## config.mk

```make
export PLATFORM = sky130hd
export DESIGN_NAME = tcd_decoder
export DESIGN_NICKNAME = d
export VERILOG_FILES = /design/src/common/tcd_pkg.sv /design/src/tcd_tone_div.sv /design/src/tcd_decoder.sv
export SDC_FILE = /design/constraint.sdc
export NUM_CORES = 1
export LEC_CHECK = 0
export ABC_AREA = 1
export BUFFER_PORTS_ARGS = -buffer_cell sky130_fd_sc_hd__buf_2
export CAP_MARGIN = 20
export CORE_AREA = 2 2 94 186
export DETAILED_ROUTE_END_ITERATION = 8
export DIE_AREA = 0 0 96 188
export GPL_ROUTABILITY_DRIVEN = 0
export GPL_TIMING_DRIVEN = 0
export PLACE_DENSITY = 0.54
export RECOVER_POWER = 25
export REMOVE_ABC_BUFFERS = 1
export SLEW_MARGIN = 10
export SYNTH_ARGS = -nofsm -noshare
export SYNTH_HDL_FRONTEND = slang
export SYNTH_SLANG_ARGS = --single-unit
```

## constraint.sdc

```tcl
create_clock -name clk_sys -period 2.3 [get_ports clk_sys]
set_input_delay 0.115 -clock clk_sys [delete_from_list [all_inputs] [get_ports clk_sys]]
set_output_delay 0.115 -clock clk_sys [all_outputs]
set_load 0.01 [all_outputs]
```

## src/common/tcd_pkg.sv

```systemverilog
package tcd_pkg;

	// ----------------------------------------
	// Clock and resonator timing
	// ----------------------------------------
	localparam int CLK_HZ = 125000000;
	localparam int RES_HZ = 480000;
	localparam int DIV_W = 9;
	localparam logic [DIV_W-1:0] RES_DIV_LAST = DIV_W'(CLK_HZ / RES_HZ - 1);

	// ----------------------------------------
	// Tone frequencies and half periods in resonator ticks
	// ----------------------------------------
	localparam int F_L1_HZ = 697;
	localparam int F_L2_HZ = 770;
	localparam int F_L3_HZ = 825;
	localparam int F_L4_HZ = 941;
	localparam int F_H1_HZ = 1209;
	localparam int F_H2_HZ = 1336;
	localparam int F_H3_HZ = 1477;
	localparam int F_ALO_A_HZ = 1200;
	localparam int F_ALO_B_HZ = 1500;
	localparam int F_AHI_A_HZ = 1800;
	localparam int F_AHI_B_HZ = 2250;
	localparam int F_WARBLE_HZ = 20;
	localparam logic [DIV_W-1:0] HALF_L1 = DIV_W'(RES_HZ / (2 * F_L1_HZ));
	localparam logic [DIV_W-1:0] HALF_L2 = DIV_W'(RES_HZ / (2 * F_L2_HZ));
	localparam logic [DIV_W-1:0] HALF_L3 = DIV_W'(RES_HZ / (2 * F_L3_HZ));
	localparam logic [DIV_W-1:0] HALF_L4 = DIV_W'(RES_HZ / (2 * F_L4_HZ));
	localparam logic [DIV_W-1:0] HALF_H1 = DIV_W'(RES_HZ / (2 * F_H1_HZ));
	localparam logic [DIV_W-1:0] HALF_H2 = DIV_W'(RES_HZ / (2 * F_H2_HZ));
	localparam logic [DIV_W-1:0] HALF_H3 = DIV_W'(RES_HZ / (2 * F_H3_HZ));
	localparam logic [DIV_W-1:0] HALF_ALO_A = DIV_W'(RES_HZ / (2 * F_ALO_A_HZ));
	localparam logic [DIV_W-1:0] HALF_ALO_B = DIV_W'(RES_HZ / (2 * F_ALO_B_HZ));
	localparam logic [DIV_W-1:0] HALF_AHI_A = DIV_W'(RES_HZ / (2 * F_AHI_A_HZ));
	localparam logic [DIV_W-1:0] HALF_AHI_B = DIV_W'(RES_HZ / (2 * F_AHI_B_HZ));
	localparam int WARBLE_TICKS_DEF = RES_HZ / (2 * F_WARBLE_HZ);

	// ----------------------------------------
	// Ringer qualification
	// ----------------------------------------
	localparam int RING_THRESH_DEF = 64;
	localparam int RING_W_DEF = 8;

	// ----------------------------------------
	// Code patterns on bits 3..0, special low pattern on bits 1..0
	// ----------------------------------------
	localparam logic [1:0] SPECIAL_LOW = 2'h3;
	localparam logic [3:0] CODE_SPEECH_MUTE = 4'h3;
	localparam logic [3:0] CODE_SPEECH = 4'h7;
	localparam logic [3:0] CODE_DIAL_NT = 4'hb;

	// ----------------------------------------
	// Types
	// ----------------------------------------
	typedef enum logic [2:0] {
		ST_ONHOOK = 3'h1,
		ST_SPEECH = 3'h2,
		ST_DIAL = 3'h4
	} tcd_state_type;

	typedef struct packed {
		logic tone;
		logic dialNt;
		logic speech;
		logic muteReq;
		logic [3:0] low;
		logic [2:0] high;
	} tcd_dec_type;

endpackage

```

## src/tcd_tone_div.sv

```systemverilog
`timescale 1ns/100ps
module tcd_tone_div #(
	parameter int W = 9
)(
	// Clock and reset
	input wire logic clk_sys,
	input wire logic rst,
	input wire logic ce,
	// Control
	input wire logic tick,
	input wire logic enable,
	input wire logic [W-1:0] halfCount,
	// Square wave
	output logic wave
);

	logic [W-1:0] cnt_ff;
	logic wave_ff;
	wire [W-1:0] cntInc = cnt_ff + W'(1);
	wire lastTick = cntInc >= halfCount;

	always_ff @(posedge clk_sys or posedge rst)
	begin
		if (rst)
		begin
			cnt_ff <= '0;
			wave_ff <= 1'b0;
		end
		else if (ce)
		begin
			if (!enable)
			begin
				cnt_ff <= '0;
				wave_ff <= 1'b0;
			end
			else if (tick)
			begin
				cnt_ff <= lastTick ? '0 : cntInc;
				wave_ff <= lastTick ? ~wave_ff : wave_ff;
			end
		end
	end

	assign wave = wave_ff;

endmodule

```

## src/tcd_decoder.sv

```systemverilog
// What this block does
// - Code 1000x selects single low tone 1, 697 Hz.
// - Code 1010x selects single low tone 2, 770 Hz.
// - Code 11010 selects single low tone 3, 825 Hz.
// - Code 11110 selects single low tone 4, 941 Hz.
// - Code 11x00 selects single high tone 1, 1209 Hz.
// - Code 11x01 selects single high tone 2, 1336 Hz.
// - Code 10x10 selects single high tone 3, 1477 Hz.
// - Codes x0011 and x0111 give speech with and without transmit mute, no tone.
// - Code x1011 enters dial mode with no tone, dial paths kept.
// - Transmit mute is separate from receive mute, set only by code.
// - Transmit mute request ignored in speech-only low-power operation.
// - Dialing switches tone converter into transmit and attenuates receive path.
// - Decoded codes become timed control signals to the tone converter.
// - Ringer qualifies ringing with an up/down counter on signal magnitude.
// - Alerter outputs run only after a positive ringing decision.
// - All timing derives from a 480 kHz resonator rate.
// - Host sets code bits then strobes; capture on strobe rising edge.
// - Code inputs disabled on-hook and in low-power mode.
// - Pitch select low picks 1200/1500 Hz, high picks 1800/2250 Hz.
// - Feature flag pulled to ground off-hook, released in low-power mode.
`timescale 1ns/100ps
module tcd_decoder #(
	parameter int WARBLE_TICKS = tcd_pkg::WARBLE_TICKS_DEF,
	parameter int RING_THRESH = tcd_pkg::RING_THRESH_DEF,
	parameter int RING_W = tcd_pkg::RING_W_DEF
)(
	// Clock, reset, enable
	input wire logic clk_sys,
	input wire logic rst,
	input wire logic ce,
	// Microprocessor code port
	input wire logic codeBit4,
	input wire logic codeBit3,
	input wire logic codeBit2,
	input wire logic codeBit1,
	input wire logic codeBit0,
	input wire logic codeStrobe,
	// Line status
	input wire logic hookSense,
	input wire logic lowPowerMode,
	input wire logic ringAbove,
	input wire logic rxMuteReq,
	input wire logic alerterPitchSelect,
	// Tone converter control
	output logic [3:0] lowToneSel,
	output logic [2:0] highToneSel,
	output logic lowToneWave,
	output logic highToneWave,
	output logic toneOn,
	// Path switches
	output logic txToneSwitch,
	output logic rxAttenuate,
	output logic txMute,
	output logic rxMute,
	// Feature flag, open drain
	output logic featureLevelFlagOut,
	output logic featureLevelFlagOe,
	// Alerter
	output logic alerterOutA,
	output logic alerterOutB,
	output logic ringDetected
);
	import tcd_pkg::*;

	// ----------------------------------------
	// Resonator rate tick
	// ----------------------------------------
	logic [DIV_W-1:0] resCnt_ff;
	wire resTick = resCnt_ff == RES_DIV_LAST;

	always_ff @(posedge clk_sys or posedge rst)
	begin
		if (rst)
			resCnt_ff <= '0;
		else if (ce)
			resCnt_ff <= resTick ? '0 : resCnt_ff + DIV_W'(1);
	end

	// ----------------------------------------
	// Code capture
	// ----------------------------------------
	logic strobe_ff;
	logic [4:0] code_ff;
	wire [4:0] codeIn = {codeBit4, codeBit3, codeBit2, codeBit1, codeBit0};
	wire strobeRise = codeStrobe & ~strobe_ff;
	wire codeEnable = hookSense & ~lowPowerMode;
	wire accept = strobeRise & codeEnable;

	always_ff @(posedge clk_sys or posedge rst)
	begin
		if (rst)
		begin
			strobe_ff <= 1'b0;
			code_ff <= 5'h00;
		end
		else if (ce)
		begin
			strobe_ff <= codeStrobe;
			if (accept)
				code_ff <= codeIn;
		end
	end

	// ----------------------------------------
	// Code decode
	// ----------------------------------------
	wire special = codeIn[1:0] == SPECIAL_LOW;
	wire pairSel = ~codeIn[4] & ~special;
	wire selL1 = codeIn[4] & (codeIn[3:1] == 3'h0);
	wire selL2 = codeIn[4] & (codeIn[3:1] == 3'h2);
	wire selL3 = codeIn == 5'h1a;
	wire selL4 = codeIn == 5'h1e;
	wire selH1 = codeIn[4] & codeIn[3] & (codeIn[1:0] == 2'h0);
	wire selH2 = codeIn[4] & codeIn[3] & (codeIn[1:0] == 2'h1);
	wire selH3 = codeIn[4] & ~codeIn[3] & (codeIn[1:0] == 2'h2);
	wire [3:0] lowOne = 4'h1 << codeIn[3:2];
	wire [2:0] highOne = 3'h1 << codeIn[1:0];
	wire [3:0] decLow = pairSel ? lowOne : {selL4, selL3, selL2, selL1};
	wire [2:0] decHigh = pairSel ? highOne : {selH3, selH2, selH1};
	wire isMuteSp = codeIn[3:0] == CODE_SPEECH_MUTE;
	wire isSpeech = codeIn[3:0] == CODE_SPEECH;
	wire isDialNt = codeIn[3:0] == CODE_DIAL_NT;
	tcd_dec_type dec;
	assign dec = '{
		tone: (|decLow) | (|decHigh),
		dialNt: isDialNt,
		speech: isMuteSp | isSpeech,
		muteReq: isMuteSp,
		low: decLow,
		high: decHigh
	};

	// ----------------------------------------
	// Operating mode
	// ----------------------------------------
	tcd_state_type state_ff, nxt_state;

	always_comb
	begin
		nxt_state = state_ff;
		unique case (state_ff)
			ST_ONHOOK:
				nxt_state = ST_SPEECH;
			ST_SPEECH:
				if (accept && (dec.tone || dec.dialNt))
					nxt_state = ST_DIAL;
			ST_DIAL:
				if (accept && dec.speech)
					nxt_state = ST_SPEECH;
		endcase
		if (!hookSense)
			nxt_state = ST_ONHOOK;
	end

	always_ff @(posedge clk_sys or posedge rst)
	begin
		if (rst)
			state_ff <= ST_ONHOOK;
		else if (ce)
			state_ff <= nxt_state;
	end

	// ----------------------------------------
	// Tone selection and path control
	// ----------------------------------------
	logic [3:0] lowSel_ff;
	logic [2:0] highSel_ff;
	logic toneOn_ff, txMute_ff, rxMute_ff, txTone_ff, rxAtten_ff, fmOe_ff, fmOut_ff;
	wire inDial = state_ff == ST_DIAL;

	always_ff @(posedge clk_sys or posedge rst)
	begin
		if (rst)
		begin
			lowSel_ff <= 4'h0;
			highSel_ff <= 3'h0;
			toneOn_ff <= 1'b0;
		end
		else if (ce)
		begin
			if (!hookSense)
			begin
				lowSel_ff <= 4'h0;
				highSel_ff <= 3'h0;
				toneOn_ff <= 1'b0;
			end
			else if (accept)
			begin
				lowSel_ff <= dec.low;
				highSel_ff <= dec.high;
				toneOn_ff <= dec.tone;
			end
		end
	end

	always_ff @(posedge clk_sys or posedge rst)
	begin
		if (rst)
			txMute_ff <= 1'b0;
		else if (ce)
		begin
			if (!hookSense || lowPowerMode)
				txMute_ff <= 1'b0;
			else if (accept && dec.speech)
				txMute_ff <= dec.muteReq;
		end
	end

	always_ff @(posedge clk_sys or posedge rst)
	begin
		if (rst)
		begin
			rxMute_ff <= 1'b0;
			txTone_ff <= 1'b0;
			rxAtten_ff <= 1'b0;
			fmOe_ff <= 1'b0;
			fmOut_ff <= 1'b0;
		end
		else if (ce)
		begin
			rxMute_ff <= hookSense & rxMuteReq;
			txTone_ff <= inDial;
			rxAtten_ff <= inDial;
			fmOe_ff <= codeEnable;
			fmOut_ff <= 1'b0;
		end
	end

	// ----------------------------------------
	// Tone dividers
	// ----------------------------------------
	wire [DIV_W-1:0] lowHalf = lowSel_ff[0] ? HALF_L1 : lowSel_ff[1] ? HALF_L2 : lowSel_ff[2] ? HALF_L3 : HALF_L4;
	wire [DIV_W-1:0] highHalf = highSel_ff[0] ? HALF_H1 : highSel_ff[1] ? HALF_H2 : HALF_H3;
	wire lowRun = toneOn_ff & (|lowSel_ff);
	wire highRun = toneOn_ff & (|highSel_ff);

	tcd_tone_div #(.W(DIV_W)) uLowDiv (
		.clk_sys(clk_sys),
		.rst(rst),
		.ce(ce),
		.tick(resTick),
		.enable(lowRun),
		.halfCount(lowHalf),
		.wave(lowToneWave)
	);

	tcd_tone_div #(.W(DIV_W)) uHighDiv (
		.clk_sys(clk_sys),
		.rst(rst),
		.ce(ce),
		.tick(resTick),
		.enable(highRun),
		.halfCount(highHalf),
		.wave(highToneWave)
	);

	// ----------------------------------------
	// Ringer qualification
	// ----------------------------------------
	localparam logic [RING_W-1:0] RING_TOP = RING_W'(RING_THRESH);
	localparam logic [RING_W-1:0] RING_PRE = RING_W'(RING_THRESH - 1);
	localparam int WB_W = $clog2(WARBLE_TICKS + 1);
	localparam logic [WB_W-1:0] WB_LAST = WB_W'(WARBLE_TICKS - 1);
	logic [RING_W-1:0] ringCnt_ff;
	logic ringDet_ff;
	wire ringUp = resTick & ringAbove & (ringCnt_ff != RING_TOP);
	wire ringDn = resTick & ~ringAbove & (ringCnt_ff != '0);
	wire ringSet = ringUp & (ringCnt_ff == RING_PRE);
	wire ringClr = ringDn & (ringCnt_ff == RING_W'(1));

	always_ff @(posedge clk_sys or posedge rst)
	begin
		if (rst)
		begin
			ringCnt_ff <= '0;
			ringDet_ff <= 1'b0;
		end
		else if (ce)
		begin
			if (hookSense)
			begin
				ringCnt_ff <= '0;
				ringDet_ff <= 1'b0;
			end
			else
			begin
				if (ringUp)
					ringCnt_ff <= ringCnt_ff + RING_W'(1);
				else if (ringDn)
					ringCnt_ff <= ringCnt_ff - RING_W'(1);
				if (ringSet)
					ringDet_ff <= 1'b1;
				else if (ringClr)
					ringDet_ff <= 1'b0;
			end
		end
	end

	// ----------------------------------------
	// Alerter warble
	// ----------------------------------------
	logic [WB_W-1:0] wbCnt_ff;
	logic wbPhase_ff, alA_ff, alB_ff;
	wire alWave;
	wire wbLast = wbCnt_ff == WB_LAST;
	wire [DIV_W-1:0] alLoHalf = wbPhase_ff ? HALF_ALO_B : HALF_ALO_A;
	wire [DIV_W-1:0] alHiHalf = wbPhase_ff ? HALF_AHI_B : HALF_AHI_A;
	wire [DIV_W-1:0] alHalf = alerterPitchSelect ? alHiHalf : alLoHalf;

	always_ff @(posedge clk_sys or posedge rst)
	begin
		if (rst)
		begin
			wbCnt_ff <= '0;
			wbPhase_ff <= 1'b0;
		end
		else if (ce)
		begin
			if (!ringDet_ff)
			begin
				wbCnt_ff <= '0;
				wbPhase_ff <= 1'b0;
			end
			else if (resTick)
			begin
				wbCnt_ff <= wbLast ? '0 : wbCnt_ff + WB_W'(1);
				wbPhase_ff <= wbLast ? ~wbPhase_ff : wbPhase_ff;
			end
		end
	end

	tcd_tone_div #(.W(DIV_W)) uAlertDiv (
		.clk_sys(clk_sys),
		.rst(rst),
		.ce(ce),
		.tick(resTick),
		.enable(ringDet_ff),
		.halfCount(alHalf),
		.wave(alWave)
	);

	always_ff @(posedge clk_sys or posedge rst)
	begin
		if (rst)
		begin
			alA_ff <= 1'b0;
			alB_ff <= 1'b0;
		end
		else if (ce)
		begin
			alA_ff <= ringDet_ff & alWave;
			alB_ff <= ringDet_ff & ~alWave;
		end
	end

	// ----------------------------------------
	// Outputs
	// ----------------------------------------
	assign lowToneSel = lowSel_ff;
	assign highToneSel = highSel_ff;
	assign toneOn = toneOn_ff;
	assign txToneSwitch = txTone_ff;
	assign rxAttenuate = rxAtten_ff;
	assign txMute = txMute_ff;
	assign rxMute = rxMute_ff;
	assign featureLevelFlagOut = fmOut_ff;
	assign featureLevelFlagOe = fmOe_ff;
	assign alerterOutA = alA_ff;
	assign alerterOutB = alB_ff;
	assign ringDetected = ringDet_ff;
endmodule

```

==> parameters.txt, run 1 <==
Parameter                              Value

Synth
  Most used standard cell by instance count after synthesis    sky130_fd_sc_hd__nand2_1
  Post-synth ARST share    1.00
  Post-synthesis area per instance    7.87 um^2
  Gate count after technology mapping    644
  Flip-flop and latch count after synthesis    81
  Count of yosys warnings during synthesis    0
  Most area-hungry cell type in the Yosys netlist    sky130_fd_sc_hd__dfrtp_1
  Post-synth top flop    sky130_fd_sc_hd__dfrtp_1
  Seq/Total Area, Yosys    0.400
  Most area-consuming cells after synthesis    sky130_fd_sc_hd__dfrtp_1 40%, sky130_fd_sc_hd__nand2_1 10%, sky130_fd_sc_hd__ha_1 7.9%
  Post-synth EDFFs    0
  Cell area after synthesis    5070 um^2
  Yosys top cell area share    0.395
  Most instantiated cells after synthesis    136 x sky130_fd_sc_hd__nand2_1, 102 x sky130_fd_sc_hd__inv_1, 80 x sky130_fd_sc_hd__dfrtp_1, 44 x sky130_fd_sc_hd__nor2_1, 32 x sky130_fd_sc_hd__ha_1
  Count of cell types in the netlist    47

Global routing
  Pin count of the biggest net entering global routing    56
  Overall fraction of global-route tracks in use    0.144
  Vias in the first global route    4,384
  Number of antenna violations at the first check in global routing    0
  Global route total overflow    0
  Global-route wire length before repair    20,400 um

Drt
  Number of violations reported at the end of detailed-routing iteration 0    137
  Final routed DRC violation total    0
  Initial DRT Pass Iterations    4
  Final ANT Viol Nets    0
  Routed len/inst    13.6 um
  Via count of the routed design    4,362
  Via-per-instance ratio    4.81
  Final wirelength    12,300 um

Worst setup path
  Worst Setup Path Type    flop to flop
  Endpoint required time on the critical path    2.49 ns
  Worst Path Buf+Inv    2
  Critical path, cell by cell    ha_2 -> nand2_2 -> inv_2 -> nand4_1 -> nor2_1 -> nand2_1 -> xor2_1 -> inv_1 -> ha_4 -> nand2_4 -> nor2_4 -> nand3b_1 -> nand4_1 -> nand3b_1 -> mux2i_1
  Endpoint class of the critical path    flop
  Maximum net fanout on the critical path    6
  Startpoint Class    flop
  Top cell family by delay on the critical path    simple AND/OR/NAND/NOR gates
  Worst path slowest cell    sky130_fd_sc_hd__dfrtp_1
  Delay of the slowest cell on the worst path    0.36 ns
  Data arrival at the endpoint of the critical path    2.68 ns

Final layout
  Area Overhead vs Synth    18.4%
  Net count, final    741
  Final non-filler cell area    6000 um^2
  Share of layout cells above drive strength 1    0.156
  Number of cells in the finished layout apart from fillers    907
  Layout filler cell count    1,748
  Number of diodes added for antenna fixing    0

STA
  Least setup slack across all paths after layout    -0.189 ns
  Setup repair after global routing missed its margin    yes
  Number of endpoints failing setup at the final stage    10
  Largest clock skew in the final design    0.00796 ns
  Final cycle utilization of the critical path    1.08
  Final period demand of the worst path    2.49 ns
  Transition time at the pin with the least slew margin    1.24 ns
  Final Hold Violating Endpoints    0
  Max transition margin    0.170
  Max Clk Rate    402 MHz
  Slew Limit Fails    0

Run status
  Violations in the final reports    negative setup slack
  Run status    finished with violations

Placed design
  Number of I/O port buffers    31
  Standard cell area after detailed placement    5420 um^2
  Total placed cells including tap cells    870
  HPWL reported at the end of detailed placement    9060 um

CTS
  Clock slew at reported path FFs    0.06 ns
  CTS sink count    81
  TritonCTS buffer count    9
  Largest buffer count on any clock path    2
  Number of H-tree levels    3
  Clk Latency, worst-skew pair    0.34 ns
  Library cell used as clock root buffer    sky130_fd_sc_hd__clkbuf_16
  CTS tree    built

Min path
  Worst hold-check path type    primary input to flop

Floorplanning
  Top-Level Pins    33
  Cell Rows    67
  Die Width    96 um
  Die Outline Area    18,000 um^2
  Die Span Y    188 um
  Std-Cell Core Area    16,700 um^2
  Initial cell density of the core    0.304

Job
  Max capacitance violation total    0

Power
  PwrDens    653 nW/um^2
  Maximum resistive drop on vdd    394 uV
  Cell leakage power    2.90 nW
## flip-flops by register name, indices dropped and copies added, names as in the netlist, 4 cells and up
signal / count
uHighDiv.cnt_ff: 9
lowToneSel: 4
wbCnt_ff: 14
uLowDiv.cnt_ff: 9
ringCnt_ff: 8
uAlertDiv.cnt_ff: 9
resCnt_ff: 9
## path summary, 6_finish.rpt
kind | start | end | slack, ns | cells past startpoint
worst max-delay path | uLowDiv.cnt_ff[0]$_DFFE_PP0P_ | uLowDiv.cnt_ff[0]$_DFFE_PP0P_ | -0.19 | 15
worst min-delay path | codeBit2 | txMute$_DFFE_PP0P_ | 0.03 | 2
worst max register to register | uLowDiv.cnt_ff[0]$_DFFE_PP0P_ | uLowDiv.cnt_ff[0]$_DFFE_PP0P_ | -0.19 | 15
worst min register to register | rxMute$_DFFE_PP0P_ | rxMute$_DFFE_PP0P_ | 0.50 | 2
max in group asynchronous | rst | uLowDiv.cnt_ff[3]$_DFFE_PP0P_ | 0.28 | 4
min in group asynchronous | rst | ringCnt_ff[1]$_DFFE_PP0P_ | 0.58 | 3
## cell usage in the layout (no fill, tap or decap), types with 16 or more instances in the layout
cell type	n
sky130_fd_sc_hd__nand2_1	127
sky130_fd_sc_hd__inv_1	101
sky130_fd_sc_hd__dfrtp_1	80
sky130_fd_sc_hd__nor2_1	40
sky130_fd_sc_hd__nand3_1	30
sky130_fd_sc_hd__o21ai_0	29
sky130_fd_sc_hd__ha_1	27
sky130_fd_sc_hd__xor2_1	26
sky130_fd_sc_hd__a21oi_1	23
sky130_fd_sc_hd__buf_2	22
sky130_fd_sc_hd__o22ai_1	21
sky130_fd_sc_hd__nand4_1	19
sky130_fd_sc_hd__nor3_1	16
## layout make-up
type,count,area [um^2],area share
clock buffers,12,267,0.0444
multi-input cells,444,2680,0.447
flip-flops and latches,81,2030,0.338
well taps,207,259,0.0432
inverters,108,408,0.0680
clock inverters,4,50.0,0.00834
repair buffers,51,305,0.0509
## metrics by stage
step                 util  power [W]  setup TNS, ns  hold WS, ns  worst slack (ns)
CTS                 0.353    0.00398          -1.44       0.0255            -0.196
finish              0.360    0.00392          -1.56       0.0261            -0.189
floorplan               -    0.00223              0        0.199            0.0237
global placement    0.323    0.00241         -93.90        0.346             -1.14
global route        0.360    0.00417          -7.47       0.0474            -0.388
detailed placement  0.325    0.00243          -3.67        0.139            -0.362
## cells by family (layout without fill, tap and decap cells)
logic type | after synthesis | in the layout | synth area share
buffers and inverters | 121 | 175 | 0.0990
adder cells (fa/ha/maj) | 32 | 32 | 0.0790
flip-flops | 81 | 81 | 0.400
AND/OR/NAND/NOR | 275 | 277 | 0.253
other | 1 | 1 | 0.000740
AO/OA/AOI/OAI | 105 | 105 | 0.118
multiplexers | 1 | 1 | 0.00198
XOR/XNOR | 28 | 28 | 0.0484
## power breakdown
group | internal, W | total [W] | switching (W) | leakage [nW]
registers | 0.00156 | 0.00170 | 0.000144 | 1.09
clock network | 0.000928 | 0.00150 | 0.000576 | 0.151
logic | 0.000256 | 0.000709 | 0.000453 | 1.66
total | 0.00274 | 0.00392 | 0.00117 | 2.90
## what timing repair did
action                                 in CTS  in global routing
setup endpoints to repair                  22                 36
pin swaps                                   9                  9
gates cloned                                0                  2
buffers inserted                            7                  9
resized for setup                          17                 16
hold buffers                                3                  0
endpoints found under the hold margin      28                  0
## per-layer routing
layer | part of all wire | vias up | GRT usage
li1 | - | 2211 | -
met1 | 0.39 | 2072 | 0.153
met2 | 0.57 | 56 | 0.268
met3 | 0.020 | 23 | 0.0209
met4 | 0.027 | 0 | 0.0659
met5 | 0 | - | 0
Note: power is estimated with default switching activity, not from simulation.
==> run 2: changes to the inputs <==
CORE_AREA = 2 2 83 165   (was 2 2 94 186)
DIE_AREA = 0 0 85 167   (was 0 0 96 188)
PLACE_DENSITY = 0.65   (was 0.54)
==> run 2 against run 1 <==
Against the previous run:
- flip-flop and latch count unchanged
- the run still ends with negative setup slack left
- register-to-register slack got worse by 0.03 ns
- highest routed layer unchanged
- cell area decreased by 1.5%
- worst setup slack got worse by 0.027 ns
- combinational power about the same
- critical path type unchanged
==> parameters.txt, run 2 (synthesis results as in run 1) <==
Parameter                              Value

Worst setup path
  Register-to-Register Setup Slack    -0.22 ns (-0.03 ns)
  Startpoint Class    flop
  Destination of the worst register-to-register timing path    uLowDiv.cnt_ff[6]$_DFFE_PP0P_
  Length in cells of the worst reg-to-reg path    15 (unchanged)
  Data arrival at the endpoint of the critical path    2.72 ns (+0.04 ns)
  Worst Setup Path Type    flop to flop
  Endpoint required time on the critical path    2.50 ns (about the same)
  Maximum net fanout on the critical path    6 (unchanged)
  Endpoint class of the critical path    flop
  Launch instance of the worst register-to-register path    uLowDiv.cnt_ff[0]$_DFFE_PP0P_

Power
  Cell internal pwr    0.00275 W (+0.16%)
  Relative contribution of the clock network to total power    0.386 (+0.002)
  Portion of total power attributed to combinational logic    0.180 (about the same)
  PwrDens    665 nW/um^2 (+1.8%)
  Cell leakage power    2.89 nW (-0.41%)
  Reg power frac    0.434 (about the same)
  Maximum resistive drop on vdd    686 uV (+74%)
  Switching power    0.00118 W (+0.61%)
  Switching Fraction    0.301 (+0.000942)

Final layout
  Flip-flop count of the largest register, all copies and words added    14 (unchanged)
  Most frequent cells in the layout    127 x sky130_fd_sc_hd__nand2_1, 101 x sky130_fd_sc_hd__inv_1, 79 x sky130_fd_sc_hd__dfrtp_1
  Footprint of the multi-input gates    2700 um^2 (+0.70%)
  Number of diodes added for antenna fixing    0 (unchanged)
  Area Overhead vs Synth    16.6%
  Layout filler cell count    1,251 (-28%)
  Leading cell type in the layout, fill and taps excluded    sky130_fd_sc_hd__nand2_1
  Share of layout cells above drive strength 1    0.156 (about the same)
  Final non-filler cell area    5910 um^2 (-1.5%)
  Largest Register    wbCnt_ff
  Sequential cell area in the final layout    2030 um^2 (about the same)
  Net count, final    735 (-0.81%)
  Number of cells in the finished layout apart from fillers    846 (-6.7%)

Drt
  Final ANT Viol Nets    0 (unchanged)
  Via-per-instance ratio    5.26 (+9.4%)
  Final wirelength    12,200 um (-0.75%)
  Initial DRT Pass Iterations    4 (unchanged)
  Routed len/inst    14.5 um (+6.4%)
  Number of violations reported at the end of detailed-routing iteration 0    186 (+36%)
  Final routed DRC violation total    0 (unchanged)
  Via count of the routed design    4,453 (+2.1%)

STA
  Number of endpoints failing setup at the final stage    10 (unchanged)
  Least setup slack across all paths after layout    -0.216 ns (-0.0274 ns)
  Final Hold Violating Endpoints    0 (unchanged)
  Final cycle utilization of the critical path    1.09 (+0.0119)
  Setup repair after global routing missed its margin    yes
  Max transition margin    0.163 (-0.00639)
  Post-route setup TNS    -1.74 ns (-0.180 ns)
  Slew Limit Fails    0 (unchanged)
  Largest clock skew in the final design    0.0105 ns (+0.00258 ns)
  Final period demand of the worst path    2.52 ns (+0.0274 ns)
  WHS    0.0104 ns (-0.0157 ns)
  Transition time at the pin with the least slew margin    1.25 ns (+0.00953 ns)
  Max Clk Rate    397 MHz (-1.1%)

Run status
  Run status    finished with violations
  Violations in the final reports    negative setup slack

CTS
  Library cell used as clock root buffer    sky130_fd_sc_hd__clkbuf_16
  CTS tree    built
  Largest buffer count on any clock path    2 (unchanged)
  Clk Latency, worst-skew pair    0.34 ns (about the same)
  CTS sink count    81 (unchanged)
  Number of H-tree levels    3 (unchanged)
  TritonCTS buffer count    9 (unchanged)
  Clock slew at reported path FFs    0.07 ns (about the same)

Min path
  Capture endpoint of the worst hold path    strobe_ff$_DFFE_PP0P_
  Worst Hold Launch    codeStrobe
  Worst hold-check path type    primary input to flop
  Number of cells on the worst hold path    3 (+1)

Global routing
  Met1 track demand over resource in global routing    0.178 (+0.0251)
  Overall fraction of global-route tracks in use    0.172 (+0.0277)
  Global-route wire length before repair    20,100 um (-1.7%)
  Global route total overflow    0 (unchanged)
  Busiest grt layer    met2
  Number of antenna violations at the first check in global routing    0 (unchanged)
  Vias in the first global route    4,510 (+2.9%)
  Met2 usage in global routing    0.335 (+0.0676)
  Pin count of the biggest net entering global routing    55 (-1.8%)
  Met3 demand-to-capacity share in global routing    0.0258 (+0.00488)

Placed design
  Standard cell area after detailed placement    5350 um^2 (-1.3%)
  HPWL reported at the end of detailed placement    8680 um (-4.2%)
  Total placed cells including tap cells    815 (-6.3%)
  Number of I/O port buffers    31 (unchanged)

Floorplanning
  Die Width    85 um (-11%)
  Top-Level Pins    33 (unchanged)
  Die Outline Area    14,200 um^2 (-21%)
  Die Span Y    167 um (-11%)
  Initial cell density of the core    0.392 (+0.0885)
  Std-Cell Core Area    12,900 um^2 (-23%)
  Cell Rows    59 (-12%)

Job
  Max capacitance violation total    0 (unchanged)
==> run 2: changes by cell type in the layout (fill, tap and decap cells not counted), moves of 2 or more <==
cell | before | now
sky130_fd_sc_hd__ha_4 | 3 | 5
sky130_fd_sc_hd__nor2_4 | 3 | 1
sky130_fd_sc_hd__buf_4 | 15 | 9
sky130_fd_sc_hd__dlygate4sd3_1 | 3 | 1
sky130_fd_sc_hd__o22ai_2 | 3 | 0
sky130_fd_sc_hd__nor2_2 | 7 | 9
sky130_fd_sc_hd__o22ai_1 | 21 | 24
sky130_fd_sc_hd__buf_6 | 1 | 3
==> run 2: layer usage <==
layer / up-vias / share of wire
li1: 2199 / -
met1: 2160 / 0.38
met2: 74 / 0.57
met3: 20 / 0.027
met4: 0 / 0.018
met5: - / 0
==> run 2: metrics by stage <==
| stage | util | total power [W] | worst slack [ns] |
|---|---|---|---|
| 2_1_floorplan | - | 0.00223 | 0.0237 |
| 3_3_place_gp | 0.412 | 0.00238 | -0.923 |
| 3_5_place_dp | 0.414 | 0.00242 | -0.335 |
| 4_1_cts | 0.449 | 0.00396 | -0.120 |
| 5_1_grt | 0.457 | 0.00416 | -0.359 |
| 6_report | 0.457 | 0.00393 | -0.216 |
==> run 2: worst max path at each step <==
stage                                              from                              to  slack (ns)
after detailed placement  uLowDiv.cnt_ff[0]$_DFFE_PP0P_   uLowDiv.cnt_ff[6]$_DFFE_PP0P_       -0.33
after global routing      uLowDiv.cnt_ff[0]$_DFFE_PP0P_   uLowDiv.cnt_ff[8]$_DFFE_PP0P_       -0.36
final                     uLowDiv.cnt_ff[0]$_DFFE_PP0P_   uLowDiv.cnt_ff[6]$_DFFE_PP0P_       -0.22
after CTS                 uLowDiv.cnt_ff[1]$_DFFE_PP0P_   uLowDiv.cnt_ff[8]$_DFFE_PP0P_       -0.12
after global placement                              rst  uHighDiv.cnt_ff[1]$_DFFE_PP0P_       -0.92
after floorplan           uLowDiv.cnt_ff[0]$_DFFE_PP0P_        uLowDiv.wave$_DFFE_PP0P_        0.02
==> run 2: worst max-delay path: stages (launching register included) <==
cell and delay (ns):
sky130_fd_sc_hd__dfrtp_1 0.41, sky130_fd_sc_hd__ha_4 0.18, sky130_fd_sc_hd__nand2_4 0.06, sky130_fd_sc_hd__inv_2 0.07, sky130_fd_sc_hd__nand4_1 0.10, sky130_fd_sc_hd__nor2_1 0.12, sky130_fd_sc_hd__nand2_1 0.07, sky130_fd_sc_hd__xor2_1 0.18
sky130_fd_sc_hd__inv_1 0.10, sky130_fd_sc_hd__ha_4 0.28, sky130_fd_sc_hd__nand2_2 0.07, sky130_fd_sc_hd__nor2_2 0.14, sky130_fd_sc_hd__nand3b_1 0.09, sky130_fd_sc_hd__nand4_1 0.11, sky130_fd_sc_hd__nand3b_1 0.27, sky130_fd_sc_hd__o22ai_1 0.14
==> run 2: layout make-up <==
class | instances | area share
flip-flops and latches | 81 | 0.343
inverters | 108 | 0.0690
clock buffers | 13 | 0.0457
multi-input cells | 444 | 0.457
well taps | 152 | 0.0322
clock inverters | 3 | 0.00783
repair buffers | 45 | 0.0445
==> run 2: repair_timing <==
item                                    in CTS  in global routing
buffers inserted                             8                  4
pin swaps                                   10                 16
gates resized for setup                     15                 24
endpoints found under the setup margin      19                 36
hold buffers                                 1                  0
cloned                                       0                  2
endpoints found under the hold margin       27                  0
==> run 2: power by group through the flow <==
stage | sequential (W) | combinational, W | clock (W)
2_1_floorplan | 0.00170 | 0.000527 | 0
3_3_place_gp | 0.00172 | 0.000659 | 0
3_5_place_dp | 0.00173 | 0.000698 | 0
4_1_cts | 0.00170 | 0.000710 | 0.00155
5_1_grt | 0.00173 | 0.000825 | 0.00161
6_report | 0.00170 | 0.000706 | 0.00152
